`config.mk`:
```
export PLATFORM = sky130hd
export DESIGN_NAME = cdss_top
export DESIGN_NICKNAME = d
export VERILOG_FILES = /design/src/cdss_pkg.sv /design/src/cdss_top.sv
export SDC_FILE = /design/constraint.sdc
export NUM_CORES = 1
export LEC_CHECK = 0
export BUFFER_PORTS_ARGS = -buffer_cell sky130_fd_sc_hd__buf_2
export CORE_MARGIN = 2
export CORE_UTILIZATION = 62
export DETAILED_ROUTE_END_ITERATION = 7
export GPL_ROUTABILITY_DRIVEN = 1
export PLACE_DENSITY = 0.81
export SKIP_CTS_REPAIR_TIMING = 1
export SLEW_MARGIN = 20
export SYNTH_ARGS = -nofsm -noshare
export SYNTH_HDL_FRONTEND = slang
export SYNTH_SLANG_ARGS = --single-unit
```
`constraint.sdc`:
```
create_clock -name ref_clk -period 13.7 [get_ports ref_clk]
set_input_delay 2.74 -clock ref_clk [delete_from_list [all_inputs] [get_ports ref_clk]]
set_output_delay 2.74 -clock ref_clk [all_outputs]
set_load 0.02 [all_outputs]
```
`src/cdss_pkg.sv`:
```
// package: setup pin codes, divider table anchors, sync timing and state types
package cdss_pkg;
    // ---------------------------------------------------------------
    // four-level setup pin codes
    // ---------------------------------------------------------------
    localparam logic [1:0] LVL_ZERO = 2'h0;
    localparam logic [1:0] LVL_THIRD = 2'h1;
    localparam logic [1:0] LVL_TWO_THIRDS = 2'h2;
    localparam logic [1:0] LVL_ONE = 2'h3;
    localparam int LVL_W = 2;
    localparam int PIN_COUNT = 11;
    localparam int CNT_W = 6;
    localparam int FINE_W = 4;

    // ---------------------------------------------------------------
    // divider table, index = a + 4*b + 16*c
    // ---------------------------------------------------------------
    localparam logic [5:0] IDX_OFF = 6'h0C;
    localparam logic [5:0] IDX_PHASED = 6'h20;
    localparam logic [5:0] IDX_R4 = 6'h21;
    localparam logic [5:0] IDX_R8 = 6'h24;
    localparam logic [5:0] IDX_R16 = 6'h2B;
    localparam logic [5:0] IDX_R32 = 6'h3A;
    localparam logic [5:0] IDX_BAD = 6'h3F;
    localparam logic [5:0] RATIO_1 = 6'h01;
    localparam logic [5:0] RATIO_2 = 6'h02;
    localparam logic [5:0] RATIO_3 = 6'h03;
    localparam logic [5:0] RATIO_4 = 6'h04;
    localparam logic [5:0] RATIO_8 = 6'h08;
    localparam logic [5:0] RATIO_16 = 6'h10;
    localparam logic [5:0] RATIO_32 = 6'h20;

    // ---------------------------------------------------------------
    // sync timing
    // ---------------------------------------------------------------
    localparam int CLK_PERIOD_NS = 20;
    localparam int SYNC_MIN_LOW_NS = 5;
    localparam int SYNC_MIN_LOW_RAW = (SYNC_MIN_LOW_NS + CLK_PERIOD_NS - 1) / CLK_PERIOD_NS;
    localparam int SYNC_MIN_LOW_CYC = (SYNC_MIN_LOW_RAW < 1) ? 1 : SYNC_MIN_LOW_RAW;
    localparam logic [2:0] WAIT_CYCLES = 3'h4;
    localparam logic [2:0] WAIT_LAST = WAIT_CYCLES - 3'h1;

    // ---------------------------------------------------------------
    // types
    // ---------------------------------------------------------------
    typedef enum logic [1:0] {
        ST_HOLD = 2'h0,
        ST_WAIT = 2'h1,
        ST_RUN = 2'h3
    } cdss_state_t;

    typedef struct packed {
        logic [1:0] phase_select_pin_b;
        logic [1:0] phase_select_pin_a;
        logic [1:0] phase_target_pin;
        logic [1:0] secondary_div_pin_c;
        logic [1:0] secondary_div_pin_b;
        logic [1:0] secondary_div_pin_a;
        logic [1:0] primary_div_pin_c;
        logic [1:0] primary_div_pin_b;
        logic [1:0] primary_div_pin_a;
        logic [1:0] logic_standard_pin;
        logic [1:0] delay_range_pin;
    } cdss_setup_t;

    typedef struct packed {
        logic off;
        logic [CNT_W-1:0] ratio;
        logic [CNT_W-1:0] phase;
    } cdss_div_t;

    typedef struct packed {
        logic [CNT_W-1:0] cnt;
        logic out;
        logic passthru;
        logic power_down;
    } cdss_chan_t;

    typedef struct packed {
        cdss_state_t state;
        logic [2:0] wcnt;
        logic sync_s1;
        logic sync_s2;
        cdss_setup_t pin_s1;
        cdss_setup_t pin_s2;
        logic [PIN_COUNT-1:0] flt_s1;
        logic [PIN_COUNT-1:0] flt_s2;
        cdss_chan_t ch0;
        cdss_chan_t ch1;
        logic high_swing;
        logic single_ended;
        logic dly_bypass;
        logic [1:0] dly_range;
        logic [FINE_W-1:0] dly_fine;
    } cdss_regs_t;
endpackage

```
`src/cdss_top.sv`:
```
// two-output clock divider with pin setup decode and output synchronisation
`timescale 1ns/1ns

// Behaviour
// - each output divides independently, 1 to 32
// - secondary delay has three scales, 16 steps
// - power-up syncs every divided output
// - sync low holds divided outputs at fixed level
// - release waits four clocks, then aligned run
// - ratio one outputs ignore sync entirely
// - ratio one output follows input clock
// - sync sampled on input clock only; without clock no sync is taken
// - powered-off outputs are not synchronised
// - alignment keeps each output's phase offset
// - four pin levels, unconnected reads one third
// - phase target picks which output gets phase
// - secondary, range zero: bypass, phase to divider
// - secondary, range nonzero: scale and fine step
// - own nonzero divider phase beats phase pair
// - logic standard sets swing and secondary type
// - primary pattern 0/1/0 powers primary down
// - secondary pattern 0/1/0 powers secondary down
// - range levels: bypass, 1.5, 5, 10 ns
// - even ratios 50% duty, odd below half
module cdss_top (
    input wire logic ref_clk,
    input wire logic rst,
    input wire logic sync_request_n,
    input wire cdss_pkg::cdss_setup_t setup_pins,
    input wire logic [cdss_pkg::PIN_COUNT-1:0] setup_float,
    output logic primary_clock_output,
    output logic secondary_clock_output,
    output logic primary_passthru,
    output logic secondary_passthru,
    output logic primary_power_down,
    output logic secondary_power_down,
    output logic primary_high_swing,
    output logic secondary_single_ended,
    output logic secondary_delay_bypass,
    output logic [1:0] secondary_delay_range,
    output logic [cdss_pkg::FINE_W-1:0] secondary_delay_fine
);
    // ---------------------------------------------------------------
    // table decode of one divider pin triple
    // ---------------------------------------------------------------
    function automatic cdss_pkg::cdss_div_t dec_div(
        input logic [1:0] a,
        input logic [1:0] b,
        input logic [1:0] c
    );
        cdss_pkg::cdss_div_t d;
        logic [5:0] idx;
        idx = {c, b, a};
        d.off = 1'b0;
        d.phase = '0;
        d.ratio = idx + 1'b1;
        if (idx == cdss_pkg::IDX_OFF || idx == cdss_pkg::IDX_BAD) begin
            // forbidden all-ones pattern is treated as off
            d.off = 1'b1;
            d.ratio = cdss_pkg::RATIO_1;
        end else if (idx >= cdss_pkg::IDX_R32) begin
            d.ratio = cdss_pkg::RATIO_32;
            d.phase = idx - cdss_pkg::IDX_R32 + 1'b1;
        end else if (idx >= cdss_pkg::IDX_R16) begin
            d.ratio = cdss_pkg::RATIO_16;
            d.phase = idx - cdss_pkg::IDX_R16 + 1'b1;
        end else if (idx >= cdss_pkg::IDX_R8) begin
            d.ratio = cdss_pkg::RATIO_8;
            d.phase = idx - cdss_pkg::IDX_R8 + 1'b1;
        end else if (idx >= cdss_pkg::IDX_R4) begin
            d.ratio = cdss_pkg::RATIO_4;
            d.phase = idx - cdss_pkg::IDX_R4 + 1'b1;
        end else if (idx == cdss_pkg::IDX_PHASED) begin
            d.ratio = cdss_pkg::RATIO_2;
            d.phase = idx - cdss_pkg::IDX_PHASED + 1'b1;
        end
        return d;
    endfunction

    // ---------------------------------------------------------------
    // one divider step: hold at phase load, or count and wrap
    // ---------------------------------------------------------------
    function automatic cdss_pkg::cdss_chan_t chan_step(
        input cdss_pkg::cdss_chan_t c,
        input cdss_pkg::cdss_div_t d,
        input logic [cdss_pkg::CNT_W-1:0] ph,
        input logic hold
    );
        cdss_pkg::cdss_chan_t n;
        logic [cdss_pkg::CNT_W-1:0] load;
        logic [cdss_pkg::CNT_W-1:0] high;
        n = c;
        // odd ratios get the shorter half high
        high = d.ratio >> 1;
        // phase p delays the output by p input clocks
        load = (ph == '0) ? '0 : d.ratio - ph;
        n.power_down = d.off;
        // analog bypass carries the input clock; digital path idles
        n.passthru = !d.off && d.ratio == cdss_pkg::RATIO_1;
        if (d.off || n.passthru) begin
            n.cnt = '0;
        end else if (hold) begin
            n.cnt = load;
        end else if (c.cnt >= d.ratio - 1'b1) begin
            n.cnt = '0;
        end else begin
            n.cnt = c.cnt + 1'b1;
        end
        n.out = !d.off && !n.passthru && (n.cnt < high);
        return n;
    endfunction

    // ---------------------------------------------------------------
    // state
    // ---------------------------------------------------------------
    cdss_pkg::cdss_regs_t st;
    cdss_pkg::cdss_regs_t next_st;
    logic [cdss_pkg::LVL_W*cdss_pkg::PIN_COUNT-1:0] raw_bits;
    logic [cdss_pkg::LVL_W*cdss_pkg::PIN_COUNT-1:0] lvl_bits;
    cdss_pkg::cdss_setup_t pins;
    cdss_pkg::cdss_div_t dec0;
    cdss_pkg::cdss_div_t dec1;
    logic [cdss_pkg::CNT_W-1:0] sel6;
    logic [cdss_pkg::CNT_W-1:0] ph0;
    logic [cdss_pkg::CNT_W-1:0] ph1;
    logic tgt_sec;
    logic range_zero;

    // ---------------------------------------------------------------
    // pin levels, floating pins read one third
    // ---------------------------------------------------------------
    assign raw_bits = st.pin_s2;
    for (genvar i = 0; i < cdss_pkg::PIN_COUNT; i++) begin : g_pin
        assign lvl_bits[i*cdss_pkg::LVL_W +: cdss_pkg::LVL_W] = st.flt_s2[i] ?
            cdss_pkg::LVL_THIRD : raw_bits[i*cdss_pkg::LVL_W +: cdss_pkg::LVL_W];
    end
    assign pins = lvl_bits;

    // ---------------------------------------------------------------
    // setup decode
    // ---------------------------------------------------------------
    assign dec0 = dec_div(pins.primary_div_pin_a, pins.primary_div_pin_b,
        pins.primary_div_pin_c);
    assign dec1 = dec_div(pins.secondary_div_pin_a, pins.secondary_div_pin_b,
        pins.secondary_div_pin_c);
    assign sel6 = 6'({pins.phase_select_pin_b, pins.phase_select_pin_a});
    assign tgt_sec = pins.phase_target_pin != cdss_pkg::LVL_ZERO;
    assign range_zero = pins.delay_range_pin == cdss_pkg::LVL_ZERO;
    // a phase beyond the ratio wraps rather than stalling the divider
    assign ph0 = (dec0.phase != '0) ? dec0.phase :
        (tgt_sec ? '0 : sel6 % dec0.ratio);
    assign ph1 = (dec1.phase != '0) ? dec1.phase :
        ((tgt_sec && range_zero) ? sel6 % dec1.ratio : '0);

    // ---------------------------------------------------------------
    // next state
    // ---------------------------------------------------------------
    always_comb begin
        next_st = st;
        next_st.sync_s1 = sync_request_n;
        next_st.sync_s2 = st.sync_s1;
        next_st.pin_s1 = setup_pins;
        next_st.pin_s2 = st.pin_s1;
        next_st.flt_s1 = setup_float;
        next_st.flt_s2 = st.flt_s1;
        case (st.state)
            cdss_pkg::ST_HOLD: begin
                next_st.wcnt = '0;
                if (st.sync_s2) begin
                    next_st.state = cdss_pkg::ST_WAIT;
                end
            end
            cdss_pkg::ST_WAIT: begin
                // counts input clocks only, so a request with no clock just waits
                if (!st.sync_s2) begin
                    next_st.state = cdss_pkg::ST_HOLD;
                end else if (st.wcnt == cdss_pkg::WAIT_LAST) begin
                    next_st.state = cdss_pkg::ST_RUN;
                end else begin
                    next_st.wcnt = st.wcnt + 1'b1;
                end
            end
            cdss_pkg::ST_RUN: begin
                if (!st.sync_s2) begin
                    next_st.state = cdss_pkg::ST_HOLD;
                end
            end
            default: begin
                next_st.state = cdss_pkg::ST_HOLD;
            end
        endcase
        next_st.ch0 = chan_step(st.ch0, dec0, ph0, st.state != cdss_pkg::ST_RUN);
        next_st.ch1 = chan_step(st.ch1, dec1, ph1, st.state != cdss_pkg::ST_RUN);
        next_st.high_swing = !pins.logic_standard_pin[0];
        next_st.single_ended = pins.logic_standard_pin[1];
        if (tgt_sec && !range_zero) begin
            next_st.dly_bypass = 1'b0;
            next_st.dly_range = pins.delay_range_pin;
            next_st.dly_fine = sel6[cdss_pkg::FINE_W-1:0];
        end else begin
            next_st.dly_bypass = 1'b1;
            next_st.dly_range = cdss_pkg::LVL_ZERO;
            next_st.dly_fine = '0;
        end
    end

    // reset lands in the wait state: this is the power-on sync
    always_ff @(posedge ref_clk or posedge rst) begin
        if (rst) begin
            st <= '0;
            st.state <= cdss_pkg::ST_WAIT;
            st.sync_s1 <= 1'b1;
            st.sync_s2 <= 1'b1;
            st.dly_bypass <= 1'b1;
        end else begin
            st <= next_st;
        end
    end

    // ---------------------------------------------------------------
    // outputs
    // ---------------------------------------------------------------
    assign primary_clock_output = st.ch0.out;
    assign secondary_clock_output = st.ch1.out;
    assign primary_passthru = st.ch0.passthru;
    assign secondary_passthru = st.ch1.passthru;
    assign primary_power_down = st.ch0.power_down;
    assign secondary_power_down = st.ch1.power_down;
    assign primary_high_swing = st.high_swing;
    assign secondary_single_ended = st.single_ended;
    assign secondary_delay_bypass = st.dly_bypass;
    assign secondary_delay_range = st.dly_range;
    assign secondary_delay_fine = st.dly_fine;

    // ---------------------------------------------------------------
    // checks
    // ---------------------------------------------------------------
    logic same_cfg;
    logic r3run;
    assign same_cfg = dec0 == dec1 && ph0 == ph1 && !dec0.off && dec0.ratio != cdss_pkg::RATIO_1;
    assign r3run = st.state == cdss_pkg::ST_RUN && dec0.ratio == cdss_pkg::RATIO_3 && !dec0.off;
endmodule // cdss_top

```
# ---- Word-level counts from Yosys, hierarchy flattened
# Cells that the tools add are included.
dict set report totals {
  ramBits 0
  reg_bits 100
  memories 0
  out_inout_bits 15
  rom_bits 0
  wordCells 177
  latch_bits 0
  inputBits 36
}
dict set report op_classes {
  div_mod_pow 2
  multipliers 0
  n_lt_le_gt_ge 12
  shift 0
  reduce_logical 28
  bitwise_logic 0
  add_sub_neg 29
  eq_ne 17
  mux 48
}
# cell n
set ops {}
lappend ops {{$mux 12} 10}
lappend ops {{$mux 6} 16}
lappend ops {{$add 6x1->6 const B} 14}
lappend ops {{$sub 6x6->6 const B} 10}
lappend ops {{$ge 6x6->1 const B} 8}
lappend ops {{$mux 2} 15}
lappend ops {{$eq 6x6->1 const B} 4}
lappend ops {{$eq 6x1->1 const B} 2}
lappend ops {{$eq 6x4->1 const B} 2}
lappend ops {{$ge 6x6->1} 2}
lappend ops {{$logic_not 6->1} 2}
lappend ops {{$lt 6x5->1} 2}
lappend ops {{$mod 4x6->6} 2}
lappend ops {{$reduce_bool 6->1} 2}
lappend ops {{$sub 6x1->6 const B} 2}
lappend ops {{$sub 6x6->6} 2}
lappend ops {{$ne 2x2->1 const B} 5}
lappend ops {{$logic_and 1x1->1} 8}
lappend ops {{$mux 7} 1}
lappend ops {{$logic_not 1->1} 6}
lappend ops {{$mux 3} 2}
lappend ops {{$pmux 2 s3} 1}
lappend ops {{$pmux 3 s2} 1}
lappend ops {{$reduce_and 3->1} 2}
lappend ops {{9 further kinds} 15}

# ---- Depth between registers and ports, before layout
dict set report depth {
  word_depth 18
  ltp_mapped 55
}

# ---- Worst setup path after synthesis
# OpenSTA, ideal clock, no wires.
dict set report synth_path {
  path_type {reg-to-reg}
  from {reg st (netlist bit raw_bits[5])}
  to {reg st (netlist bit primary_clock_output)}
  setup_ps 99
  path_slack_ps 2874
  t_arrival_ps 10727
  path_stages_with_launch 49
  path_cell_list {dfrtp_1 -> buf_2 -> or3_4 -> nor4b_2 -> a211oi_1 -> o21bai_1 -> ha_1 -> and3_1 -> ha_1 -> or4b_1 -> o311a_1 -> nor3_1 -> ha_1 -> o211ai_1 -> and2_1 -> or2_4 -> nor2_2 -> mux2i_1 -> [... 13 more ...] -> ha_1 -> nor2b_1 -> o31a_1 -> a311o_1 -> a21oi_1 -> nand2_1 -> a31o_2 -> ha_1 -> fa_1 -> inv_1 -> a21o_1 -> a21oi_1 -> xor2_1 -> o22ai_1 -> ha_1 -> a2111oi_0 -> o21ai_0 -> a311oi_1}
}
# element line_no
set synth_lines {}
lappend synth_lines {{start, declared} cdss_top.sv:116} ;# cdss_pkg::cdss_regs_t st;
lappend synth_lines {{start signal, assigned} cdss_top.sv:216} ;# st <= next_st;

==> impl_metrics.ini <==
[status]
status = completed

[setup_path]
arrival_ns = 12.72
r2r_slack_ns = 1.24
crit_path_top_delay_cell = dfrtp_1
r2r-end = secondary_clock_output
cp-end-kind = flip-flop
critical_path.startpoint = raw_bits[14]
cp-endpoint = secondary_clock_output
cp_num_cells = 49
r2r_cells = 49
timing.rr.start = raw_bits[14]
crit_path_max_fanout = 23
critPathRequiredTime_ns = 13.97
cp_top_family = compound AO/OA/AOI/OAI gates
cp_num_buf_inv = 1
crit_type = flip-flop to flip-flop
cpMostUsedCell = ha_1
crit_path_start_kind = flip-flop
slowest_delay_ns = 0.64

[synthesis]
synth-compound-area-share = 0.233
synth_area_per_cell_um2 = 9.24
ys_seq_area_frac = 0.325
synthArstFlopShare = 1.00
ys.flop_type = dfrtp_1
synth_xor_xnor_area_share = 0.0465
syn-cell-area_um2 = 7720
synth.distinct_cells = 103
synth_top_family_by_area = compound AO/OA/AOI/OAI gates
synthMuxAreaShare = 0.0109
yosysTopAreaCell = dfrtp_1
synth.top_cell.area_share = 0.311
yosys.area_share.simple = 0.194
synth-edff-count = 0
synth_warnings = 0
ys_ff_latch = 100
synth_area_leaders = dfrtp_1 31%, ha_1 13%, a21oi_1 3.2%
netlist_instances = 835
yosys.area_share.adder = 0.145

[power_and_ir_drop]
clkPwrFrac = 0.266
p_sw_mw = 0.338
pwr-share-seq = 0.367
swShare = 0.357
p_int_mw = 0.607
p_per_area_nw_per_um2 = 113
combPwrFrac = 0.367
ir_drop_mv = 0.0943
p_leak_nw = 3.85

[drt]
vias_per_cell = 6.31
first_pass_iters = 6
drc = 0
initialDrtViolationCount = 578
wl_per_cell_um = 18.0
antenna_left = 0
via_count = 6584
drt-total-wl_mm = 18.8

[global_route]
met3_usage = 0.0675
grt_pass1_wl_mm = 31.5
grt_use_met2 = 0.462
grt_pass1_vias = 6543
busiest_layer = met2
grt-ovfl-total = 0
grt_use_met1 = 0.418
grt.total_usage = 0.300
grt_max_degree = 94
antenna_found_initial = 0

[clock_network]
cts_sinks = 100
clkTransAtPathRegs_ns = 0.07
cts_buffers = 9
htreeDepth = 3
clockBufferDepth = 2
clock-root-buffer = clkbuf_16
clk_latency_ns = 0.35
cts_tree = built

[timing]
drv_slew = 0
clock-skew-final_ns = 0.0111
setup_viol = 0
tightest_slew_ns = 0.798
slew-limit-headroom = 0.464
fin_crit_ns = 12.46
hold_viol = 0
rsz0062_at_grt = no
fin_crit_sh = 0.909
tns_ns = 0
fmax_mhz = 80.3

[floorplanning]
die_area_um2 = 13400
fp-row-count = 40
die_h_um = 116
ios = 51
die_w_um = 116
fp.coreArea_um2 = 12100
start_util = 0.640

[final_layout]
drive_above_1_share = 0.135
diodes = 0
nets = 995
syn_to_final_growth_pct = 8.14
fin_area_um2 = 8340

[run]
drv_cap = 0

[placed_design]
place.gp.congestion = 0.978
hpwlAfterDp_mm = 14.5
placed_cell_area_um2 = 8050
io_buffers = 50

[hold_path]
worstHoldPathType = flip-flop to flip-flop
==> cells in the final DEF, fill, tap and decap left out, types with 5 or more instances in the layout <==
| master | synthesis | layout |
|---|---|---|
| nor3_1 | 26 | 26 |
| nand3b_1 | 5 | 5 |
| nand2b_1 | 19 | 19 |
| mux2i_1 | 5 | 5 |
| o211ai_1 | 7 | 7 |
| and3b_1 | 5 | 5 |
| a21oi_1 | 50 | 50 |
| xor2_1 | 23 | 23 |
| and2_1 | 8 | 8 |
| o22ai_1 | 12 | 12 |
| xnor2_1 | 18 | 18 |
| clkbuf_16 | 0 | 9 |
| nor2b_1 | 15 | 15 |
| a211oi_1 | 9 | 9 |
| inv_1 | 48 | 47 |
| o21ai_1 | 5 | 6 |
| o21ai_0 | 34 | 33 |
| and3_1 | 11 | 11 |
| a21o_1 | 22 | 22 |
| or3_1 | 6 | 6 |
| nor2_1 | 62 | 62 |
| a31oi_1 | 9 | 9 |
| buf_2 | 12 | 50 |
| nand2_1 | 50 | 50 |
| dfrtp_1 | 96 | 96 |
| nand3_1 | 20 | 20 |
| o31ai_1 | 7 | 7 |
| ha_1 | 83 | 83 |
| o21a_1 | 20 | 20 |
==> per-stage QoR <==
step | utilization | worst slack (ns) | total power, mW | hold WS, ns | cells
finish | 0.692 | 1.24 | 0.945 | 0.343 | 1044
floorplan | - | 2.87 | 0.610 | 0.331 | 836
global placement | 0.668 | 1.78 | 0.676 | 0.332 | 1029
CTS | 0.691 | 1.17 | 0.944 | 0.349 | 1044
global route | 0.692 | 0.108 | 1.01 | 0.353 | 1044
detailed placement | 0.668 | 1.21 | 0.690 | 0.335 | 1029
==> cell usage after synthesis (all sizes together) (15+ instances only) <==
cell and number:
dfrtp 96, ha 83, nor2 64, nand2 52, a21oi 51, inv 51, o21ai 39, nor3 26
xor2 23, a21o 22, nand3 21, buf 20, nand2b 20, o21a 20, xnor2 18, nor2b 15
==> layer usage <==
| metal | up-vias | wire, µm | share of wire |
|---|---|---|---|
| met1 | 3082 | 8220 | 0.44 |
| met5 | - | 0 | 0 |
| li1 | 3135 | - | - |
| met2 | 321 | 8370 | 0.45 |
| met3 | 46 | 1730 | 0.092 |
| met4 | 0 | 459 | 0.024 |
==> cell families (layout without fill, tap and decap cells) <==
| kind of cell | Yosys count | in the layout |
|---|---|---|
| DFF | 100 | 100 |
| muxes | 8 | 8 |
| adders and majority gates | 87 | 87 |
| buffers and inverters | 79 | 119 |
| xor gates and xnor gates | 41 | 41 |
| and+or+nand+nor | 272 | 272 |
| AOI/OAI and AO/OA | 246 | 246 |
| other | 2 | 3 |
==> cell type report <==
cell class	instances	area, µm²
inverters	51	194
clock inverters	5	60.1
clock buffers	10	229
flip-flops and latches	100	2510
well taps	168	210
repair buffers	53	277
multi-input cells	657	4870
fillers	914	3720
==> registers in the layout, indices dropped and copies added (netlist names), 2 cells and up <==
signal                 flops
secondary_delay_range      2
st                        29
next_st                   34
raw_bits                  22
secondary_delay_fine       4
==> how the worst min path moves through the flow <==
| stage | start | slack [ns] | cells after the start | end |
|---|---|---|---|---|
| floorplan | next_st[49] | 0.33 | 0 | raw_bits[0] |
| global placement | next_st[51] | 0.33 | 0 | raw_bits[2] |
| detailed placement | next_st[55] | 0.33 | 0 | raw_bits[6] |
| CTS | next_st[63] | 0.35 | 0 | raw_bits[14] |
| global route | next_st[63] | 0.35 | 0 | raw_bits[14] |
| finish | next_st[63] | 0.34 | 0 | raw_bits[14] |
==> power groups by stage <==
| stage | Sequential (mW) | Combinational (mW) | Clock, mW |
|---|---|---|---|
| floorplan | 0.345 | 0.264 | 0 |
| CTS | 0.346 | 0.341 | 0.256 |
| global route | 0.350 | 0.387 | 0.271 |
| detailed placement | 0.351 | 0.339 | 0 |
| global placement | 0.350 | 0.326 | 0 |
| finish | 0.347 | 0.347 | 0.252 |
(Power assumes the default switching activity.)
